`config.mk`:
```
export PLATFORM = sky130hd
export DESIGN_NAME = dhrc_channel
export DESIGN_NICKNAME = d
export VERILOG_FILES = /design/src/rtl/dhrc_pkg.sv /design/src/rtl/dhrc_req_if.sv /design/src/rtl/dhrc_channel.sv /design/src/rtl/dhrc_req_edge.sv
export SDC_FILE = /design/constraint.sdc
export NUM_CORES = 1
export LEC_CHECK = 0
export BUFFER_PORTS_ARGS = -buffer_cell sky130_fd_sc_hd__buf_4
export CAP_MARGIN = 30
export CORE_MARGIN = 4
export CORE_UTILIZATION = 58
export CTS_CLUSTER_SIZE = 12
export DETAILED_ROUTE_END_ITERATION = 10
export PLACE_DENSITY = 0.81
export SLEW_MARGIN = 20
export SYNTH_ARGS = -nofsm -noshare
export SYNTH_HDL_FRONTEND = slang
export SYNTH_SLANG_ARGS = --single-unit
```
`constraint.sdc`:
```
create_clock -name pclk -period 2.39 [get_ports pclk]
set_input_delay 0.239 -clock pclk [delete_from_list [all_inputs] [get_ports pclk]]
set_output_delay 0.239 -clock pclk [all_outputs]
set_load 0.02 [all_outputs]
```
`src/rtl/dhrc_pkg.sv`:
```
// Purpose: Shared constants for the hardware-request channel controller
// Assumes: APB register map with one aligned 32-bit word per register
// Notes:   Mode and state codes are used by the top and the bench
package dhrc_pkg;

  // Register byte offsets
  localparam logic [7:0] DHRC_OFS_GLOBAL = 8'h00;
  localparam logic [7:0] DHRC_OFS_CHAN   = 8'h04;
  localparam logic [7:0] DHRC_OFS_COUNT  = 8'h08;
  localparam logic [7:0] DHRC_OFS_STAT   = 8'h0C;

  // Global register fields
  localparam int DHRC_GL_EN_BIT    = 0;
  localparam int DHRC_GL_HALT_LSB  = 4;
  localparam int DHRC_HALT_W       = 4;

  // Channel register fields
  localparam int DHRC_CH_EN_BIT    = 0;
  localparam int DHRC_CH_PAUSE_BIT = 1;
  localparam int DHRC_CH_SWTRG_BIT = 2;
  localparam int DHRC_CH_MODE_LSB  = 3;
  localparam int DHRC_CH_EM_BIT    = 5;
  localparam int DHRC_CH_EI_BIT    = 6;
  localparam int DHRC_CH_CI_BIT    = 7;
  localparam int DHRC_CH_SRC_LSB   = 8;
  localparam int DHRC_SRC_W        = 4;

  // Count and status register fields
  localparam int DHRC_CNT_TC_LSB   = 0;
  localparam int DHRC_CNT_BC_LSB   = 16;
  localparam int DHRC_ST_STATE_LSB = 0;
  localparam int DHRC_ST_SS_LSB    = 4;
  localparam int DHRC_ST_BUSY_BIT  = 7;
  localparam int DHRC_ST_TCREM_LSB = 16;

  // Constant values
  localparam logic [3:0] DHRC_HALT_NONE = 4'h0;
  localparam logic [2:0] DHRC_SS_NONE   = 3'h0;
  localparam logic [2:0] DHRC_SS_STOP   = 3'h2;
  localparam logic [2:0] DHRC_SS_DONE   = 3'h5;
  localparam logic [1:0] DHRC_COOL_CYC  = 2'h2;

  typedef enum logic [1:0] {
    DHRC_BLOCK  = 2'h0,
    DHRC_BURST  = 2'h1,
    DHRC_DEMAND = 2'h2
  } dhrc_mode_t;

  typedef enum logic [3:0] {
    DHRC_DISABLE = 4'h1,
    DHRC_WAIT    = 4'h2,
    DHRC_XFER    = 4'h4,
    DHRC_PAUSE   = 4'h8
  } dhrc_state_t;

endpackage

```
`src/rtl/dhrc_req_if.sv`:
```
// Purpose: Carrier between the channel top and its request sampler
// Assumes: One clock domain
// Notes:   Sampler owns level and rise; top owns the masked request
`timescale 1ns/100ps
interface dhrc_req_if;
  logic masked_req;
  logic level;
  logic rise;
  modport sampler (input masked_req, output level, output rise);
  modport owner   (output masked_req, input level, input rise);
endinterface

```
`src/rtl/dhrc_channel.sv`:
```
// Purpose: Per-channel control for peripheral-triggered DMA transfers
// Assumes: APB slave with zero wait states; peripheral lines synchronous to pclk
// Notes:   xfer_beat stands in for one bus beat of the datapath
// How it works
// - Pause state performs no transfer and never clears the request.
// - Cancelling pause returns the channel to Transfer state.
// - Demand level held across pause resumes transfer and is cleared normally.
// - Block mode acts on rising edges only; a held level starts nothing.
// - Disable state neither starts transfers nor clears the request.
// - Demand level present on entering wait goes straight to Transfer.
// - Waiting channel disables on disable or pause command; stop status unchanged.
// - Request is masked while the peripheral stop request is high.
// - With enable clear mask set, completion keeps enable and returns to wait.
// - Stop request in Transfer aborts, clears pause and trigger (and enable unless em is set), status stop, error event.
// - Global enable, channel enable, no halt and no pause enter wait.
// - Block edge arriving mid-block is ignored but its request is cleared.
`timescale 1ns/100ps
module dhrc_channel
  import dhrc_pkg::*;
#(
  parameter int TC_W = 16,
  parameter int BC_W = 4
) (
  input  wire logic        pclk,
  input  wire logic        presetn,
  input  wire logic        psel,
  input  wire logic        penable,
  input  wire logic        pwrite,
  input  wire logic [7:0]  paddr,
  input  wire logic [31:0] pwdata,
  output logic      [31:0] prdata,
  output logic             pready,
  output logic             pslverr,
  input  wire logic        per_req,
  input  wire logic        per_stop,
  output logic             req_clear,
  output logic             xfer_beat,
  output logic             error_event,
  output logic             done_event
);

  // Counts must fit their register fields
  if (TC_W < 1 || TC_W > 16 || BC_W < 1 || BC_W > 8) begin : g_bad_width
    $error("dhrc_channel: count width out of range");
  end

  typedef struct packed {
    dhrc_state_t            st;
    logic                   gl_en;
    logic [DHRC_HALT_W-1:0] halt;
    logic                   ch_en;
    logic                   pause;
    logic                   swtrig;
    dhrc_mode_t             mode;
    logic                   em;
    logic                   ei;
    logic                   ci;
    logic [DHRC_SRC_W-1:0]  src;
    logic [TC_W-1:0]        tc_set;
    logic [BC_W-1:0]        bc_set;
    logic [TC_W-1:0]        tc_rem;
    logic [BC_W-1:0]        bc_rem;
    logic                   busy;
    logic [1:0]             cool;
    logic [2:0]             ss;
    logic [31:0]            prdata;
    logic                   clr;
    logic                   beat;
    logic                   err_ev;
    logic                   done_ev;
  } dhrc_chan_t;

  dhrc_chan_t  q_r;
  dhrc_chan_t  q_nxt;
  dhrc_req_if  rq ();
  logic        wr_acc;
  logic        mapped;
  logic        go;
  logic        run_ok;
  logic        complete;
  logic        stop_hit;
  logic [31:0] rd_v;

  // Stop request masks the request before sampling
  assign rq.masked_req = per_req & ~per_stop;

  dhrc_req_edge u_edge (
    .pclk    (pclk),
    .presetn (presetn),
    .rq      (rq)
  );

  // APB decode; zero wait states keeps the master simple
  assign wr_acc  = psel & penable & pwrite;
  assign mapped  = (paddr == DHRC_OFS_GLOBAL) || (paddr == DHRC_OFS_CHAN) ||
                   (paddr == DHRC_OFS_COUNT) || (paddr == DHRC_OFS_STAT);
  assign pready  = 1'b1;
  assign pslverr = psel & penable & ~mapped;

  // Enable conditions for the wait state and for running
  assign go       = q_r.gl_en & q_r.ch_en & (q_r.halt == DHRC_HALT_NONE) & ~q_r.pause;
  assign run_ok   = go & ~per_stop;
  assign stop_hit = per_stop & (q_r.st == DHRC_XFER);

  // Read mux, unused bits read as zero
  always_comb begin
    rd_v = '0;
    unique case (paddr)
      DHRC_OFS_GLOBAL: begin
        rd_v[DHRC_GL_EN_BIT]                   = q_r.gl_en;
        rd_v[DHRC_GL_HALT_LSB +: DHRC_HALT_W]  = q_r.halt;
      end
      DHRC_OFS_CHAN: begin
        rd_v[DHRC_CH_EN_BIT]                   = q_r.ch_en;
        rd_v[DHRC_CH_PAUSE_BIT]                = q_r.pause;
        rd_v[DHRC_CH_SWTRG_BIT]                = q_r.swtrig;
        rd_v[DHRC_CH_MODE_LSB +: 2]            = q_r.mode;
        rd_v[DHRC_CH_EM_BIT]                   = q_r.em;
        rd_v[DHRC_CH_EI_BIT]                   = q_r.ei;
        rd_v[DHRC_CH_CI_BIT]                   = q_r.ci;
        rd_v[DHRC_CH_SRC_LSB +: DHRC_SRC_W]    = q_r.src;
      end
      DHRC_OFS_COUNT: begin
        rd_v[DHRC_CNT_TC_LSB +: TC_W]          = q_r.tc_set;
        rd_v[DHRC_CNT_BC_LSB +: BC_W]          = q_r.bc_set;
      end
      DHRC_OFS_STAT: begin
        rd_v[DHRC_ST_STATE_LSB +: 4]           = q_r.st;
        rd_v[DHRC_ST_SS_LSB +: 3]              = q_r.ss;
        rd_v[DHRC_ST_BUSY_BIT]                 = q_r.busy;
        rd_v[DHRC_ST_TCREM_LSB +: TC_W]        = q_r.tc_rem;
      end
      default: rd_v = '0;
    endcase
  end

  // Whole next state: bus writes first, so hardware updates below win
  always_comb begin
    q_nxt         = q_r;
    complete      = 1'b0;
    q_nxt.clr     = 1'b0;
    q_nxt.beat    = 1'b0;
    q_nxt.err_ev  = 1'b0;
    q_nxt.done_ev = 1'b0;
    if (q_r.cool != 2'h0) begin
      q_nxt.cool = q_r.cool - 2'h1;
    end
    if (psel & ~penable) begin
      q_nxt.prdata = rd_v;
    end
    if (wr_acc) begin
      unique case (paddr)
        DHRC_OFS_GLOBAL: begin
          q_nxt.gl_en = pwdata[DHRC_GL_EN_BIT];
          q_nxt.halt  = pwdata[DHRC_GL_HALT_LSB +: DHRC_HALT_W];
        end
        DHRC_OFS_CHAN: begin
          q_nxt.ch_en  = pwdata[DHRC_CH_EN_BIT];
          q_nxt.pause  = pwdata[DHRC_CH_PAUSE_BIT];
          q_nxt.swtrig = pwdata[DHRC_CH_SWTRG_BIT];
          q_nxt.mode   = dhrc_mode_t'(pwdata[DHRC_CH_MODE_LSB +: 2]);
          q_nxt.em     = pwdata[DHRC_CH_EM_BIT];
          q_nxt.ei     = pwdata[DHRC_CH_EI_BIT];
          q_nxt.ci     = pwdata[DHRC_CH_CI_BIT];
          q_nxt.src    = pwdata[DHRC_CH_SRC_LSB +: DHRC_SRC_W];
        end
        DHRC_OFS_COUNT: begin
          q_nxt.tc_set = pwdata[DHRC_CNT_TC_LSB +: TC_W];
          q_nxt.bc_set = pwdata[DHRC_CNT_BC_LSB +: BC_W];
          q_nxt.tc_rem = pwdata[DHRC_CNT_TC_LSB +: TC_W];
          q_nxt.bc_rem = pwdata[DHRC_CNT_BC_LSB +: BC_W];
        end
        DHRC_OFS_STAT: q_nxt.ss = DHRC_SS_NONE;  // Any write clears stop status
        default: ;
      endcase
    end

    unique case (q_r.st)
      DHRC_DISABLE: begin
        // Request is neither served nor cleared here
        if (go) begin
          q_nxt.st = DHRC_WAIT;
        end
      end
      DHRC_WAIT: begin
        if (!go) begin
          q_nxt.st = DHRC_DISABLE;  // Stop status left as is
        end else if (q_r.mode == DHRC_DEMAND && rq.level && q_r.cool == 2'h0) begin
          // Cool-down also guards a repeat rearm against the level just cleared
          q_nxt.st = DHRC_XFER;  // Served on the next cycle
        end else if (q_r.mode != DHRC_DEMAND && rq.rise) begin
          q_nxt.st     = DHRC_XFER;
          q_nxt.clr    = 1'b1;
          q_nxt.busy   = 1'b1;
          q_nxt.bc_rem = q_r.bc_set;
        end
      end
      DHRC_XFER: begin
        if (per_stop) begin
          // Suspend at once; reload only in repeat mode
          q_nxt.ss     = DHRC_SS_STOP;
          q_nxt.err_ev = q_r.ei;
          q_nxt.pause  = 1'b0;
          q_nxt.swtrig = 1'b0;
          q_nxt.busy   = 1'b0;
          q_nxt.ch_en  = q_r.em & q_r.ch_en;
          q_nxt.st     = (q_r.em & q_r.ch_en) ? DHRC_WAIT : DHRC_DISABLE;
          if (q_r.em) begin
            q_nxt.tc_rem = q_r.tc_set;
            q_nxt.bc_rem = q_r.bc_set;
          end
        end else if (!q_r.ch_en || !q_r.gl_en) begin
          // Forced termination keeps the enable bits as software left them
          q_nxt.ss     = DHRC_SS_STOP;
          q_nxt.err_ev = q_r.ei;
          q_nxt.busy   = 1'b0;
          q_nxt.st     = DHRC_DISABLE;
        end else if (q_r.pause || q_r.halt != DHRC_HALT_NONE) begin
          q_nxt.st = DHRC_PAUSE;
        end else if (q_r.busy) begin
          q_nxt.beat = 1'b1;
          if (rq.rise) begin
            q_nxt.clr = 1'b1;  // Late edge dropped but cleared
          end
          if (q_r.bc_rem != '0) begin
            q_nxt.bc_rem = q_r.bc_rem - 1'b1;
          end else if (q_r.tc_rem == '0) begin
            complete = 1'b1;
          end else begin
            q_nxt.tc_rem = q_r.tc_rem - 1'b1;
            q_nxt.bc_rem = q_r.bc_set;
            q_nxt.busy   = (q_r.mode == DHRC_BURST);  // Burst needs one request only
          end
        end else if (q_r.mode == DHRC_DEMAND) begin
          // Cool-down lets the cleared level fall before it is sampled again
          if (rq.level && q_r.cool == 2'h0) begin
            q_nxt.beat = 1'b1;
            q_nxt.clr  = 1'b1;
            q_nxt.cool = DHRC_COOL_CYC;
            if (q_r.tc_rem == '0) begin
              complete = 1'b1;
            end else begin
              q_nxt.tc_rem = q_r.tc_rem - 1'b1;
            end
          end
        end else if (rq.rise) begin
          q_nxt.clr    = 1'b1;
          q_nxt.busy   = 1'b1;
          q_nxt.bc_rem = q_r.bc_set;
        end
      end
      DHRC_PAUSE: begin
        // Nothing served or cleared while paused
        if (!q_r.ch_en || !q_r.gl_en) begin
          q_nxt.ss     = DHRC_SS_STOP;
          q_nxt.err_ev = q_r.ei;
          q_nxt.busy   = 1'b0;
          q_nxt.st     = DHRC_DISABLE;
        end else if (!q_r.pause && q_r.halt == DHRC_HALT_NONE) begin
          q_nxt.st = DHRC_XFER;
        end
      end
      default: q_nxt.st = DHRC_DISABLE;
    endcase

    // Normal end: repeat mode keeps the enable and rearms
    if (complete) begin
      q_nxt.ss      = DHRC_SS_DONE;
      q_nxt.done_ev = q_r.ci;
      q_nxt.pause   = 1'b0;
      q_nxt.swtrig  = 1'b0;
      q_nxt.busy    = 1'b0;
      q_nxt.tc_rem  = q_r.tc_set;
      q_nxt.bc_rem  = q_r.bc_set;
      q_nxt.ch_en   = q_r.em & q_r.ch_en;
      q_nxt.st      = q_r.em ? DHRC_WAIT : DHRC_DISABLE;
    end
  end

  always_ff @(posedge pclk or negedge presetn) begin
    if (!presetn) begin
      q_r    <= '0;
      q_r.st <= DHRC_DISABLE;
    end else begin
      q_r <= q_nxt;
    end
  end

  // Outputs straight from flip-flops
  assign prdata      = q_r.prdata;
  assign req_clear   = q_r.clr;
  assign xfer_beat   = q_r.beat;
  assign error_event = q_r.err_ev;
  assign done_event  = q_r.done_ev;
endmodule

```
`src/rtl/dhrc_req_edge.sv`:
```
// Purpose: Registers the masked peripheral request and finds its rising edge
// Assumes: Request is synchronous to pclk
// Notes:   Previous sample keeps tracking in every state, so a held level never edges
`timescale 1ns/100ps
module dhrc_req_edge
  import dhrc_pkg::*;
(
  input  wire logic       pclk,
  input  wire logic       presetn,
  dhrc_req_if.sampler     rq
);

  typedef struct packed {
    logic cur;
    logic prev;
  } dhrc_smp_t;

  dhrc_smp_t q_r;
  dhrc_smp_t q_nxt;

  // Sample now, remember last sample for the edge compare
  always_comb begin
    q_nxt      = q_r;
    q_nxt.cur  = rq.masked_req;
    q_nxt.prev = q_r.cur;
  end

  always_ff @(posedge pclk or negedge presetn) begin
    if (!presetn) begin
      q_r <= '0;
    end else begin
      q_r <= q_nxt;
    end
  end

  // Edge only where the level was low one sample before
  assign rq.level = q_r.cur;
  assign rq.rise  = q_r.cur & ~q_r.prev;

endmodule

```
==> results.yml <==
status:
  run_status: "finished, final reports clean"
route:
  first_iter_violations: 578
  post_drt_via_cell_ratio: 6.26
  dr.pass1.iters: 7
  drc: 0
  wl_per_cell_um: 19.3
  antenna_left: 0
  wl_mm: 17.2
  vias: 5589
worst_setup_path:
  crit_path_start_kind: "flip-flop"
  worstSetupPathType: "flip-flop to flip-flop"
  cp_max_fo: 12
  cp-end-kind: "flip-flop"
  worst_ep_required_time_ps: 2640
  cp.arrival_ps: 2560
clock_network:
  cts_made_buffers: 9
  clockRootBuffer: "clkbuf_8"
  clock_latency_ps: 380
  cts_buffer_depth: 2
  clk_pin_slew_ps: 110
  clock_sinks: 105
  tritoncts: "yes"
  htreeDepth: 3
power_and_ir_drop:
  p_sw_frac: 0.264
  combPwrFrac: 0.081
  p_clk_frac: 0.364
  sequentialPowerShare: 0.555
  p_per_area_mw_per_mm2: 454
  ir_worst_vdd_uv: 305
  p_leak_uw: 0.00333
  switchingPower_uw: 863
  intPower_uw: 2410
sta:
  fin_setup_tns_ps: 0
  hold_violations: 0
  rsz0062_at_grt: "false"
  setup_viol: 0
  slew_headroom: 0.651
  period_minus_slack_ps: 2300
  max_freq_mhz: 434
  setup_ws_ps: 88.4
  period_share: 0.963
  report.final.slew_viol_count: 0
  worst_pin_slew_ps: 523
  fin_skew_ps: 14.3
global_routing:
  grt_pass1_wl_mm: 27.8
  grt_pass1_vias: 5407
  grt_use_total: 0.277
  grt_overflow: 0
  antenna_found_initial: 0
  grt_max_degree: 52
placement:
  gp_congestion: 0.946
  portBuffers: 71
  dp_slack_ps: 51.6
  dp_hpwl_mm: 12.9
run:
  cap_violations: 0
synth:
  synth_top_area_frac: 0.420
  ys_seq_area_frac: 0.424
  ys_top_cells_by_area: "dfrtp_1 42%, nand2_1 8.1%, buf_4 4.2%"
  synth_ff_type: "dfrtp_1"
  synth_edf_count: 0
  ys_types: 85
  synth_area_per_cell_sq_um: 9.07
  yosys.area.top_type: "dfrtp_1"
  synthCells: 683
  synth.cell_area_sq_mm: 0.00620
  synth_nets: 734
  synth-seq-cells: 105
  synthArstFlopShare: 1.00
  synth_warnings: 0
floorplanning:
  die_h_um: 111
  core.rowCount: 37
  ios: 85
  die_area_sq_mm: 0.0124
  die_w_um: 111
  coreArea_sq_mm: 0.0104
  initial_core_util: 0.598
finish:
  layout-drive-gt1-share: 0.269
  nets: 803
  syn2layout_area_growth_pct: 16.4
  num_antenna_cells: 0
worst_hold_path:
  hp-class: "input port to flip-flop"
metrics by stage:
step	utilization	total power, uW	area, sq um	std cells	hold WS, ps
floorplan	-	1960	6200	683	-56.6
global placement	0.666	2100	6910	875	236
detailed placement	0.666	2110	6910	875	245
CTS	0.688	3290	7130	892	61.6
global route	0.696	3380	7210	893	75.3
finish	0.696	3270	7210	893	72.8
power groups by stage:
stage	sequential, uW	combinational, uW	clock (uW)
final	1820	266	1190
after detailed placement	1850	260	0
after floorplan	1840	116	0
after global routing	1820	293	1270
after global placement	1850	254	0
after CTS	1820	263	1210
synthesized netlist by cell type (6+ instances only):
| cell type | instances |
|---|---|
| inv_1 | 11 |
| clkbuf_1 | 19 |
| nor2_1 | 33 |
| buf_4 | 35 |
| dfrtp_1 | 104 |
| buf_2 | 13 |
| a22o_1 | 6 |
| mux2_2 | 17 |
| o31ai_1 | 6 |
| nor3_1 | 17 |
| nand2b_1 | 7 |
| a22oi_1 | 13 |
| nand3_1 | 13 |
| a211oi_1 | 7 |
| a21o_1 | 7 |
| mux2i_1 | 9 |
| nor2b_1 | 13 |
| a21oi_1 | 29 |
| o22ai_1 | 6 |
| o21ai_0 | 51 |
| nand2_1 | 133 |
| and3_1 | 10 |
registers in the layout, indices dropped and copies added (netlist names):
register         flops
u_edge.q_r           1
error_event          1
u_edge.rq.level      1
xfer_beat            1
prdata              32
req_clear            1
done_event           1
q_r                 67
cells in the final DEF, fill, tap and decap left out, types with 11 or more instances in the layout:
master   count
nand2_1    132
a21oi_1     28
nand3_1     13
buf_4      124
mux2_2      17
nor2_1      33
o21ai_0     50
inv_1       11
a22oi_1     13
nor3_1      17
dfrtp_1    104
nor2b_1     13
critical path, cell delays in order (launching register included):
cell	delay, ps
dfrtp_1	430
or3_4	430
or4_4	600
o31ai_1	230
a21oi_1	80
nor4_2	300
a22oi_1	100
path summary, 6_finish.rpt:
check                      slack, ps  cells after the start                       to                 startpoint
setup / recovery                  90                      6        q_r[44]$_DFF_PN0_        q_r[96]$_DFFE_PN0P_
max in group asynchronous       1250                      3      q_r[99]$_DFFE_PN1P_                    presetn
min in group asynchronous        380                      2   prdata[11]$_DFFE_PN0P_                    presetn
setup reg to reg                  90                      6        q_r[44]$_DFF_PN0_        q_r[96]$_DFFE_PN0P_
hold reg to reg                  430                      0  u_edge.q_r[0]$_DFF_PN0_  u_edge.rq.level$_DFF_PN0_
hold / removal                    70                      3      q_r[64]$_DFFE_PN0P_                 pwdata[18]
what timing repair did:
item,4_1_cts,5_1_grt
setup endpoints to repair,0,28
resized for setup,0,18
endpoints found under the hold margin,39,0
hold buffers,1,0
setup buffers,0,1
cell type report:
class                      count  area, sq um
clock buffer                   9          124
clock inverter                 7         87.6
fill                         814         3160
inverter                      11         41.3
multi-input combinational    497         3180
sequential                   105         2630
tap                          136          170
timing repair buffer         128          983
kinds of logic after synthesis:
group / after synthesis / synth area share
simple gates: 283 / 0.236
compound gates: 168 / 0.177
flops: 105 / 0.424
buf+inv: 81 / 0.0753
mux: 32 / 0.0660
xor+xnor: 9 / 0.0127
fa+ha+maj: 4 / 0.00808
other cells: 1 / 0.000605
routing by layer:
| metal | track usage | wire, um | up-vias |
|---|---|---|---|
| met5 | 0 | 0 | - |
| met4 | 0.0852 | 543 | 0 |
| met3 | 0.0402 | 1440 | 48 |
| met2 | 0.464 | 8350 | 278 |
| met1 | 0.376 | 6880 | 2712 |
| li1 | - | - | 2551 |
Power figures use the tool's default switching activity.
